<file path="src/verilog/instr_pkg.sv">
// Constants, register map and carrier types for the instruction executor.
// Assumes an AXI4-Lite master with 32-bit data and a 12-bit byte address.
package instr_pkg;
  // ----------------------------------------------------------------
  // Register map (byte addresses)
  // ----------------------------------------------------------------
  localparam logic [11:0] CMD_OFF = 12'h000;
  localparam logic [11:0] ACC_OFF = 12'h004;
  localparam logic [11:0] STAT_OFF = 12'h008;
  localparam logic [11:0] TPH_OFF = 12'h00c;
  localparam logic [11:0] TDH_OFF = 12'h010;
  localparam logic [11:0] WDOG_OFF = 12'h014;
  localparam logic [3:0] FILE_PAGE = 4'h1;
  localparam logic [5:0] SP_PAGE = 6'h08;
  // ----------------------------------------------------------------
  // Opcodes and reset values
  // ----------------------------------------------------------------
  localparam logic [2:0] OP_WAKE = 3'h0;
  localparam logic [2:0] OP_LOAD_SP = 3'h1;
  localparam logic [2:0] OP_READ_SP = 3'h2;
  localparam logic [2:0] OP_HALT = 3'h3;
  localparam logic [2:0] OP_REG_SUB = 3'h4;
  localparam logic [2:0] OP_IMM_SUB = 3'h5;
  localparam logic [2:0] OP_TABLE = 3'h6;
  localparam logic [1:0] RESP_OKAY = 2'h0;
  localparam logic [1:0] RESP_DECERR = 2'h3;
  localparam logic [7:0] WDOG_RESET = 8'h00;
  localparam logic [7:0] WDOG_CLEAR = 8'h00;
  // ----------------------------------------------------------------
  // Carriers
  // ----------------------------------------------------------------
  typedef enum logic [0:0] {
    EXEC_IDLE = 1'b0,
    EXEC_TABLE = 1'b1
  } exec_state_t;
  typedef struct packed {
    logic [7:0] imm;
    logic dest;
    logic [5:0] index;
    logic [2:0] op;
  } cmd_t;
  typedef struct packed {
    logic busy;
    logic halted;
    logic timeout_flag_n;
    logic powerdown_flag_n;
    logic zero_flag;
    logic digit_carry_flag;
    logic carry_flag;
  } status_t;
  localparam status_t STATUS_RESET = 7'h18;
endpackage : instr_pkg

</file>
<file path="src/verilog/instr_exec_subset.sv">
// Executes a subset of an 8-bit core's instructions issued over AXI4-Lite.
// Assumes a combinational program memory answering rom_addr within one cycle.
//
// Summary of operation
// - load special page entry from accumulator, flags kept
// - read special page entry into accumulator, flags kept
// - halt clears watchdog counter and prescaler
// - halt sets timeout flag, clears powerdown flag
// - after halt, core ignores instructions until wake
// - register subtract: file minus accumulator, flags updated
// - destination bit picks accumulator or file register
// - immediate minus accumulator into accumulator, flags updated
// - two-cycle table read, low byte to accumulator
// - table read upper six bits to data high
//
// Our own choices: the register offsets and register access over AXI4-Lite.
`timescale 1ns/1ps
module instr_exec_subset (
  input wire logic aclk,
  input wire logic aresetn,
  input wire logic [11:0] s_axi_awaddr,
  input wire logic s_axi_awvalid,
  output logic s_axi_awready,
  input wire logic [31:0] s_axi_wdata,
  input wire logic [3:0] s_axi_wstrb,
  input wire logic s_axi_wvalid,
  output logic s_axi_wready,
  output logic [1:0] s_axi_bresp,
  output logic s_axi_bvalid,
  input wire logic s_axi_bready,
  input wire logic [11:0] s_axi_araddr,
  input wire logic s_axi_arvalid,
  output logic s_axi_arready,
  output logic [31:0] s_axi_rdata,
  output logic [1:0] s_axi_rresp,
  output logic s_axi_rvalid,
  input wire logic s_axi_rready,
  output logic [10:0] rom_addr,
  input wire logic [13:0] rom_rdata,
  output instr_pkg::status_t status
);
  import instr_pkg::*;

  // ----------------------------------------------------------------
  // State
  // ----------------------------------------------------------------
  logic [7:0] file_reg [64];
  logic [7:0] special_page [16];
  logic [7:0] accumulator, next_accumulator;
  logic [2:0] table_pointer_high, next_table_pointer_high;
  logic [5:0] table_data_high, next_table_data_high;
  logic [7:0] watchdog, next_watchdog;
  logic [7:0] watchdog_prescaler, next_watchdog_prescaler;
  status_t next_status;
  exec_state_t state, next_state;
  logic [10:0] next_rom_addr;
  logic aw_got, next_aw_got, w_got, next_w_got;
  logic [11:0] aw_addr, next_aw_addr;
  logic [31:0] w_data, next_w_data;
  logic next_awready, next_wready, next_bvalid, next_arready, next_rvalid;
  logic [1:0] next_bresp, next_rresp;
  logic [31:0] next_rdata;
  logic file_we, sp_we;
  logic [5:0] file_widx;
  logic [3:0] sp_widx;
  logic [7:0] file_wval, sp_wval;
  logic exec_fire, wr_fire;
  cmd_t cmd;
  logic [7:0] sub_a, sub_b;
  logic [10:0] sub_out;

  // Returns {carry, digit carry, zero, result}; carry means no borrow.
  function automatic logic [10:0] sub8(input logic [7:0] a, input logic [7:0] b);
    logic [8:0] d;
    logic [4:0] n;
    d = {1'b0, a} - {1'b0, b};
    n = {1'b0, a[3:0]} - {1'b0, b[3:0]};
    sub8 = {~d[8], ~n[4], d[7:0] == 8'h00, d[7:0]};
  endfunction : sub8

  function automatic logic is_file(input logic [11:0] a);
    is_file = a[11:8] == FILE_PAGE;
  endfunction : is_file

  function automatic logic is_sp(input logic [11:0] a);
    is_sp = a[11:6] == SP_PAGE;
  endfunction : is_sp

  // ----------------------------------------------------------------
  // Next-state logic
  // ----------------------------------------------------------------
  always_comb begin
    cmd = w_data[17:0];
    next_accumulator = accumulator;
    next_table_pointer_high = table_pointer_high;
    next_table_data_high = table_data_high;
    next_status = status;
    next_state = state;
    next_rom_addr = rom_addr;
    file_we = 1'b0;
    sp_we = 1'b0;
    file_widx = cmd.index;
    sp_widx = cmd.index[3:0];
    file_wval = 8'h00;
    sp_wval = 8'h00;
    next_aw_got = aw_got;
    next_aw_addr = aw_addr;
    next_w_got = w_got;
    next_w_data = w_data;
    next_bvalid = s_axi_bvalid;
    next_bresp = s_axi_bresp;
    next_rvalid = s_axi_rvalid;
    next_rresp = s_axi_rresp;
    next_rdata = s_axi_rdata;
    if (s_axi_awvalid && s_axi_awready) begin
      next_aw_got = 1'b1;
      next_aw_addr = s_axi_awaddr;
    end
    if (s_axi_wvalid && s_axi_wready) begin
      next_w_got = 1'b1;
      next_w_data = s_axi_wdata & {{8{s_axi_wstrb[3]}}, {8{s_axi_wstrb[2]}},
                                   {8{s_axi_wstrb[1]}}, {8{s_axi_wstrb[0]}}};
    end
    if (s_axi_bvalid && s_axi_bready) begin
      next_bvalid = 1'b0;
    end
    wr_fire = aw_got && w_got && !s_axi_bvalid;
    // A busy core drops every command, wake included; a halted core drops all but wake.
    exec_fire = wr_fire && aw_addr == CMD_OFF && state == EXEC_IDLE &&
                (!status.halted || cmd.op == OP_WAKE);
    sub_a = (cmd.op == OP_IMM_SUB) ? cmd.imm : file_reg[cmd.index];
    sub_b = accumulator;
    sub_out = sub8(sub_a, sub_b);
    if (wr_fire) begin
      next_aw_got = 1'b0;
      next_w_got = 1'b0;
      next_bvalid = 1'b1;
      next_bresp = RESP_OKAY;
      if (aw_addr == ACC_OFF || aw_addr == TPH_OFF) begin
        if (state == EXEC_IDLE && aw_addr == ACC_OFF) next_accumulator = w_data[7:0];
        if (aw_addr == TPH_OFF) next_table_pointer_high = w_data[2:0];
      end else if (is_file(aw_addr)) begin
        file_we = state == EXEC_IDLE;
        file_widx = aw_addr[7:2];
        file_wval = w_data[7:0];
      end else if (is_sp(aw_addr)) begin
        sp_we = 1'b1;
        sp_widx = aw_addr[5:2];
        sp_wval = w_data[7:0];
      end else if (aw_addr != CMD_OFF) begin
        next_bresp = RESP_DECERR;
      end
    end
    next_watchdog_prescaler = watchdog_prescaler;
    next_watchdog = watchdog;
    if (!status.halted) begin
      next_watchdog_prescaler = watchdog_prescaler + 8'h01;
      if (watchdog_prescaler == 8'hff) begin
        next_watchdog = watchdog + 8'h01;
        if (watchdog == 8'hff) next_status.timeout_flag_n = 1'b0;
      end
    end
    if (exec_fire) begin
      case (cmd.op)
        OP_WAKE: next_status.halted = 1'b0;
        OP_LOAD_SP: begin
          sp_we = 1'b1;
          sp_widx = cmd.index[3:0];
          sp_wval = accumulator;
        end
        OP_READ_SP: next_accumulator = special_page[cmd.index[3:0]];
        OP_HALT: begin
          next_watchdog = WDOG_CLEAR;
          next_watchdog_prescaler = WDOG_CLEAR;
          next_status.timeout_flag_n = 1'b1;
          next_status.powerdown_flag_n = 1'b0;
          next_status.halted = 1'b1;
        end
        OP_REG_SUB, OP_IMM_SUB: begin
          next_status.carry_flag = sub_out[10];
          next_status.digit_carry_flag = sub_out[9];
          next_status.zero_flag = sub_out[8];
          if (cmd.op == OP_REG_SUB && cmd.dest) begin
            file_we = 1'b1;
            file_widx = cmd.index;
            file_wval = sub_out[7:0];
          end else begin
            next_accumulator = sub_out[7:0];
          end
        end
        OP_TABLE: begin
          next_rom_addr = {table_pointer_high, accumulator};
          next_state = EXEC_TABLE;
        end
        default: next_state = EXEC_IDLE;
      endcase
    end
    // Second cycle of the table read; accumulator bus writes are held off.
    case (state)
      EXEC_TABLE: begin
        next_accumulator = rom_rdata[7:0];
        next_table_data_high = rom_rdata[13:8];
        next_state = EXEC_IDLE;
      end
      default: ;
    endcase
    next_status.busy = next_state != EXEC_IDLE;
    next_awready = !next_aw_got && !next_bvalid;
    next_wready = !next_w_got && !next_bvalid;
    next_arready = 1'b0;
    if (s_axi_rvalid && s_axi_rready) next_rvalid = 1'b0;
    if (s_axi_arvalid && !s_axi_rvalid && !s_axi_arready) begin
      next_arready = 1'b1;
    end
    if (s_axi_arvalid && s_axi_arready) begin
      next_rvalid = 1'b1;
      next_rresp = RESP_OKAY;
      next_rdata = 32'h00000000;
      if (s_axi_araddr == CMD_OFF) next_rdata = 32'h00000000;
      else if (s_axi_araddr == ACC_OFF) next_rdata[7:0] = accumulator;
      else if (s_axi_araddr == STAT_OFF) next_rdata[6:0] = status;
      else if (s_axi_araddr == TPH_OFF) next_rdata[2:0] = table_pointer_high;
      else if (s_axi_araddr == TDH_OFF) next_rdata[5:0] = table_data_high;
      else if (s_axi_araddr == WDOG_OFF) next_rdata[15:0] = {watchdog, watchdog_prescaler};
      else if (is_file(s_axi_araddr)) next_rdata[7:0] = file_reg[s_axi_araddr[7:2]];
      else if (is_sp(s_axi_araddr)) next_rdata[7:0] = special_page[s_axi_araddr[5:2]];
      else next_rresp = RESP_DECERR;
    end
  end

  // ----------------------------------------------------------------
  // Registers
  // ----------------------------------------------------------------
  always_ff @(posedge aclk) begin
    if (!aresetn) begin
      accumulator <= 8'h00;
      table_pointer_high <= 3'h0;
      table_data_high <= 6'h00;
      watchdog <= WDOG_RESET;
      watchdog_prescaler <= WDOG_RESET;
      status <= STATUS_RESET;
      state <= EXEC_IDLE;
      rom_addr <= 11'h000;
      aw_got <= 1'b0;
      aw_addr <= 12'h000;
      w_got <= 1'b0;
      w_data <= 32'h00000000;
      s_axi_awready <= 1'b0;
      s_axi_wready <= 1'b0;
      s_axi_bvalid <= 1'b0;
      s_axi_bresp <= RESP_OKAY;
      s_axi_arready <= 1'b0;
      s_axi_rvalid <= 1'b0;
      s_axi_rresp <= RESP_OKAY;
      s_axi_rdata <= 32'h00000000;
    end else begin
      accumulator <= next_accumulator;
      table_pointer_high <= next_table_pointer_high;
      table_data_high <= next_table_data_high;
      watchdog <= next_watchdog;
      watchdog_prescaler <= next_watchdog_prescaler;
      status <= next_status;
      state <= next_state;
      rom_addr <= next_rom_addr;
      aw_got <= next_aw_got;
      aw_addr <= next_aw_addr;
      w_got <= next_w_got;
      w_data <= next_w_data;
      s_axi_awready <= next_awready;
      s_axi_wready <= next_wready;
      s_axi_bvalid <= next_bvalid;
      s_axi_bresp <= next_bresp;
      s_axi_arready <= next_arready;
      s_axi_rvalid <= next_rvalid;
      s_axi_rresp <= next_rresp;
      s_axi_rdata <= next_rdata;
    end
  end

  // Register arrays carry no reset; software must load them before use.
  always_ff @(posedge aclk) begin
    if (file_we) file_reg[file_widx] <= file_wval;
    if (sp_we) special_page[sp_widx] <= sp_wval;
  end
endmodule : instr_exec_subset

</file>
<file path="config.mk">
export PLATFORM = sky130hd
export DESIGN_NAME = instr_exec_subset
export DESIGN_NICKNAME = d
export VERILOG_FILES = /design/src/verilog/instr_pkg.sv /design/src/verilog/instr_exec_subset.sv
export SDC_FILE = /design/constraint.sdc
export NUM_CORES = 1
export LEC_CHECK = 0
export BUFFER_PORTS_ARGS = -buffer_cell sky130_fd_sc_hd__buf_2
export CAP_MARGIN = 10
export CORE_MARGIN = 3
export CORE_UTILIZATION = 40
export CTS_CLUSTER_DIAMETER = 200
export DETAILED_ROUTE_END_ITERATION = 16
export RECOVER_POWER = 50
export SLEW_MARGIN = 20
export SYNTH_ARGS = -nofsm -noshare
export SYNTH_HDL_FRONTEND = slang
export SYNTH_SLANG_ARGS = --single-unit
</file>
<file path="constraint.sdc">
create_clock -name aclk -period 15.8 [get_ports aclk]
set_input_delay 0 -clock aclk [delete_from_list [all_inputs] [get_ports aclk]]
set_output_delay 0 -clock aclk [all_outputs]
set_load 0.03 [all_outputs]
</file>
==> Word-level counts from Yosys, hierarchy flattened <==
Memories as Yosys holds them, arrays and structs flattened. A register that Yosys moved wholly into a read port is not among the register bits.
Cells that the tools add are included.
{ "word_totals": {"register_bits": 108, "ramBits": 640, "in_bits": 81, "output_inout_bits": 59, "word_cells": 202, "n_memories": 2} }
{ "mem_list": {"columns": ["memory", "depth", "width", "rd", "rd_clocked_by_memory_dff", "write_ports", "line", "rtl"], "rows": [
  ["file_reg", 64, 8, 2, 1, 1, "instr_exec_subset.sv:47", "logic [7:0] file_reg [64];"],
  ["special_page", 16, 8, 2, 1, 1, "instr_exec_subset.sv:48", "logic [7:0] special_page [16];"]
]} }
{ "classes": {"addsub": 4, "n_eq_ne": 19, "n_mux": 107, "n_bitwise": 6, "reduce_logical": 39} }
{ "op_table": {"columns": ["operator", "count"], "rows": [
  ["$mux 8", 38],
  ["$mux 6", 9],
  ["$eq 12x4->1 const B", 3],
  ["$mux 4", 8],
  ["$mux 1", 29],
  ["$mux 2", 13],
  ["$eq 12x3->1 const B", 2],
  ["$eq 12x5->1 const B", 2],
  ["$logic_not 12->1", 2],
  ["$and 18x18->18", 1],
  ["$add 8x1->8 const B", 2],
  ["$eq 8x8->1 const B", 2],
  ["$logic_and 1x1->1", 16],
  ["$mux 16", 1],
  ["$pmux 8 s2", 1],
  ["$mux 13", 1],
  ["$eq 6x4->1 const B", 2],
  ["$reduce_bool 12->1", 1],
  ["$mux 10", 1],
  ["$eq 3x3->1 const B", 3],
  ["$mux 9", 1],
  ["$sub 8x8->9", 1],
  ["$eq 4x1->1 const B", 2],
  ["$logic_not 8->1", 1],
  ["16 further kinds", 33]
]} }

==> Depth between registers and ports, before layout <==
{ "depth": {"ltp_word": 15, "ltp_mapped": 18, "depth_no_buf": 15} }

==> Worst setup path before layout <==
OpenSTA, ideal clock, no wires.
{ "synth_timing": {"kind": "register -> register", "from": "register (tool-made name)", "to": "memory file_reg[0][6] (data pin)", "setup_time_ns": 0.553, "t_arrival_ns": 5.254, "required_time_ns": 15.247, "setup_slack_ns": 9.993, "stages_incl_launch_ff": 18, "synth_period_minus_slack_ns": 5.807, "path_cell_list": "dfxtp_1 -> buf_6 -> buf_6 -> buf_6 -> mux4_2 -> mux4_2 -> mux2i_1 -> nor3b_1 -> a211oi_2 -> ha_1 -> inv_1 -> fa_1 -> a21o_1 -> a21oi_1 -> o21ai_0 -> o211ai_1 -> nand2_1 -> o22ai_1"} }
{ "synth_rtl": {"columns": ["element", "line"], "rows": [
  ["end, declared", "instr_exec_subset.sv:47"]
]} }

==> metrics.txt <==
top-area cell type share of the netlist area=53.2%; first-pass GRT wire length=between 150000 and 200000 um; clk buf depth=3; core area=88900 um^2; max FFs per register=around 500; LEAKAGE=around 12 nW; Synth Instances=roughly 2300; Crit path arrival time=around 6.8 ns; Sw Ratio=around 22%; area grow syn2layout=13.1%; setup TNS=0 ns; Distinct cells, synth=83; DRT Pass-1 Iters=5; hold path cells=5; Post-Layout Cell Count=~3600; number of global-route vias before repair=between 20000 and 25000; detailed router's first-iteration violation count=~2900; worst skew pair latency=around 0.65 ns; min setup slack post-route=9.35 ns; Logic pwr share=under 10%; power share of the clock group=a little over two fifths; clk sinks=around 750; Internal=0.00320 W; total power=0.00411 W; failing checks=max-capacitance violations, max-slew violations; PortBufs=108; Peak VDD IR=between 60 and 70 uV; HPWL Detailed=roughly 72000 um; minimum clock period=6.45 ns; Total Nets Final=approximately 2500; NetSw=between 0.0009 and 0.001 W; share of cells above drive strength 1=around a quarter; total clock buffers created by CTS=81; ys flop type=edfxtp_1; cells on worst reg2reg path=18; WL final=approximately 110000 um; Post-synth EDFFs=between 600 and 700; commonest non-fill, non-tap cells in the layout=edfxtp_1, mux4_2, nor2_1; GRT Resource Usage Total=between 20% and 30%; diode count=0; routability cong.=between 0.9 and 1; Clock Skew=about 0.037 ns; Setup Slack @ Placement=about 9.4 ns; GRT overflow=0; fin area=between 40000 and 50000 um^2; largest net degree at the start of global routing=between 70 and 80; final setup fails=0; Rows=109; initial antenna violation count=0; nature of the critical path endpoint=flop; asr flop ratio synth=0%; Residual DRC=0; register-to-register setup slack=just over 9 ns; type of origin of the critical path=flop; crit-path max FO=between 60 and 70; routed wire length per instance=approximately 30 um; via count=22744; result of the run=complete, but fails checks; die area=about 94000 um^2; FF+latch count, synth=approximately 750; IO Count=140; Root Buffer=clkbuf_16; CTS H-tree lvls=3; Filler cells=7622; Die Ht=around 300 um; sequential-to-total area share from yosys stat=between 50% and 60%; Die X=around 310 um; Max Slew Vio Count=between 60 and 70; slew margin rel.=-97.8%; RSZ-0062 raised after global routing=no; period utilization=roughly 41%; largest cells by area after synthesis=edfxtp_1, mux4_2, dfxtp_1; total power divided by cell area=approximately 100 nW/um^2; fmax=roughly 160 MHz; vias per cell=roughly 6.2; Flop pwr share=between 50 and 60%; syn avg cell area=approximately 16 um^2; Worst-path clk slew=approximately 0.060 ns; dpl cell area=approximately 38000 um^2; Final Hold Fails=0; most common cell after layout, fill and taps aside=edfxtp_1; post-route ant nets=0; Hold WC Path Type=primary input to flop; critical setup path kind=flop to flop; Syn Std Cell Area=approximately 36000 um^2; CP required=16.12 ns; Maximum Capacitance Violations=1; Initial Util=between 40% and 50%; TritonCTS clock tree=yes; Worst-Margin Slew=between 2 and 3 ns; Placed Cells=between 3000 and 4000; YS warnings=0; most area-hungry cell type in the Yosys netlist=edfxtp_1
layer usage:
metal	share of wire [%]	vias up	GRT usage [%]
met4	4.9	0	10.9
met5	0	-	0
met3	8.9	234	4.63
li1	-	9492	-
met1	38	11756	30.1
met2	48	1262	37.8
repair_timing:
item | in CTS | in global routing
resized for setup | 0 | 0
endpoints found under the hold margin | 72 | 0
hold buffers | 88 | 0
buffers inserted | 0 | 0
kinds of logic (layout without fill, tap and decap cells):
| family | count (synthesis) | in the layout | synth area share, % |
|---|---|---|---|
| AOI/OAI and AO/OA | 310 | 310 | 5.64 |
| xor gates and xnor gates | 18 | 18 | 0.437 |
| adders and majority gates | 13 | 13 | 0.471 |
| buffers and inverters | 198 | 408 | 3.02 |
| DFF | 752 | 752 | 59.4 |
| muxes | 453 | 453 | 23.9 |
| other | 1 | 16 | 0.0104 |
| and+or+nand+nor | 512 | 512 | 7.07 |
worst max-delay path, stage by stage, from the launching register on:
cell      delay, ns
dfxtp_4        0.86
buf_4          0.75
buf_4          0.52
mux4_2         0.40
mux2i_1        0.40
nand2_1        0.09
o21ai_0        0.11
nor4_1         0.10
a211oi_2       0.33
ha_1           0.20
inv_1          0.05
fa_1           0.42
a21o_1         0.18
a21oi_1        0.37
o21ai_0        0.14
o211ai_1       0.21
nand2_1        0.17
o22ai_4        0.14
buf_4          0.60
final timing paths:
kind,endpoint,startpoint
setup reg to reg,file_reg[55][6]$_DFFE_PP_,flop
setup / recovery,file_reg[55][6]$_DFFE_PP_,flop
hold / removal,s_axi_rresp[0]$_SDFFE_PN0P_,s_axi_araddr[10]
hold reg to reg,s_axi_rdata[10]$_SDFFE_PN0P_,s_axi_rdata[10]$_SDFFE_PN0P_
cell usage after synthesis, drive strengths merged (7+ instances only):
cell and number:
edfxtp 640, mux4 322, nor2 148, nand2 128, dfxtp 112, buf 105
mux2i 101, a21oi 85, clkbuf 69, nand3 61, a22oi 51, o21ai 49
mux2 30, nor3 27, inv 24, nand2b 23, a22o 21, nor2b 21
a31oi 17, nand4 17, o22ai 17, a211oi 16, nor4 16, and2 15
ha 12, and3 11, nand3b 11, xor2 11, nor3b 10, a211o 8
or3 8, a21o 7, xnor2 7
through the flow:
stage	util (%)	hold slack, ns
after floorplan	-	0.118
after global placement	42.3	0.238
after detailed placement	42.3	0.251
after CTS	46.1	0.00297
after global routing	45.9	0.120
final	45.9	0.0785
power by group through the flow:
stage / registers (W) / clock network, W / logic [W]
2_1_floorplan: 0.00218 / 0 / 0.000122
3_3_place_gp: 0.00218 / 0 / 0.000165
3_5_place_dp: 0.00218 / 0 / 0.000167
4_1_cts: 0.00214 / 0.00181 / 0.000182
5_1_grt: 0.00214 / 0.00190 / 0.000193
6_report: 0.00214 / 0.00178 / 0.000183
area by class of cell:
| class | instances | area, um^2 | area share, % |
|---|---|---|---|
| multi-input cells | 1322 | 13700 | 33.5 |
| repair buffers | 239 | 1690 | 4.13 |
| well taps | 1165 | 1460 | 3.57 |
| inverters | 24 | 90.1 | 0.221 |
| clock inverters | 37 | 256 | 0.628 |
| flip-flops and latches | 752 | 21500 | 52.6 |
| clock buffers | 108 | 2210 | 5.42 |
No activity file was read; power rests on OpenSTA's default activity.
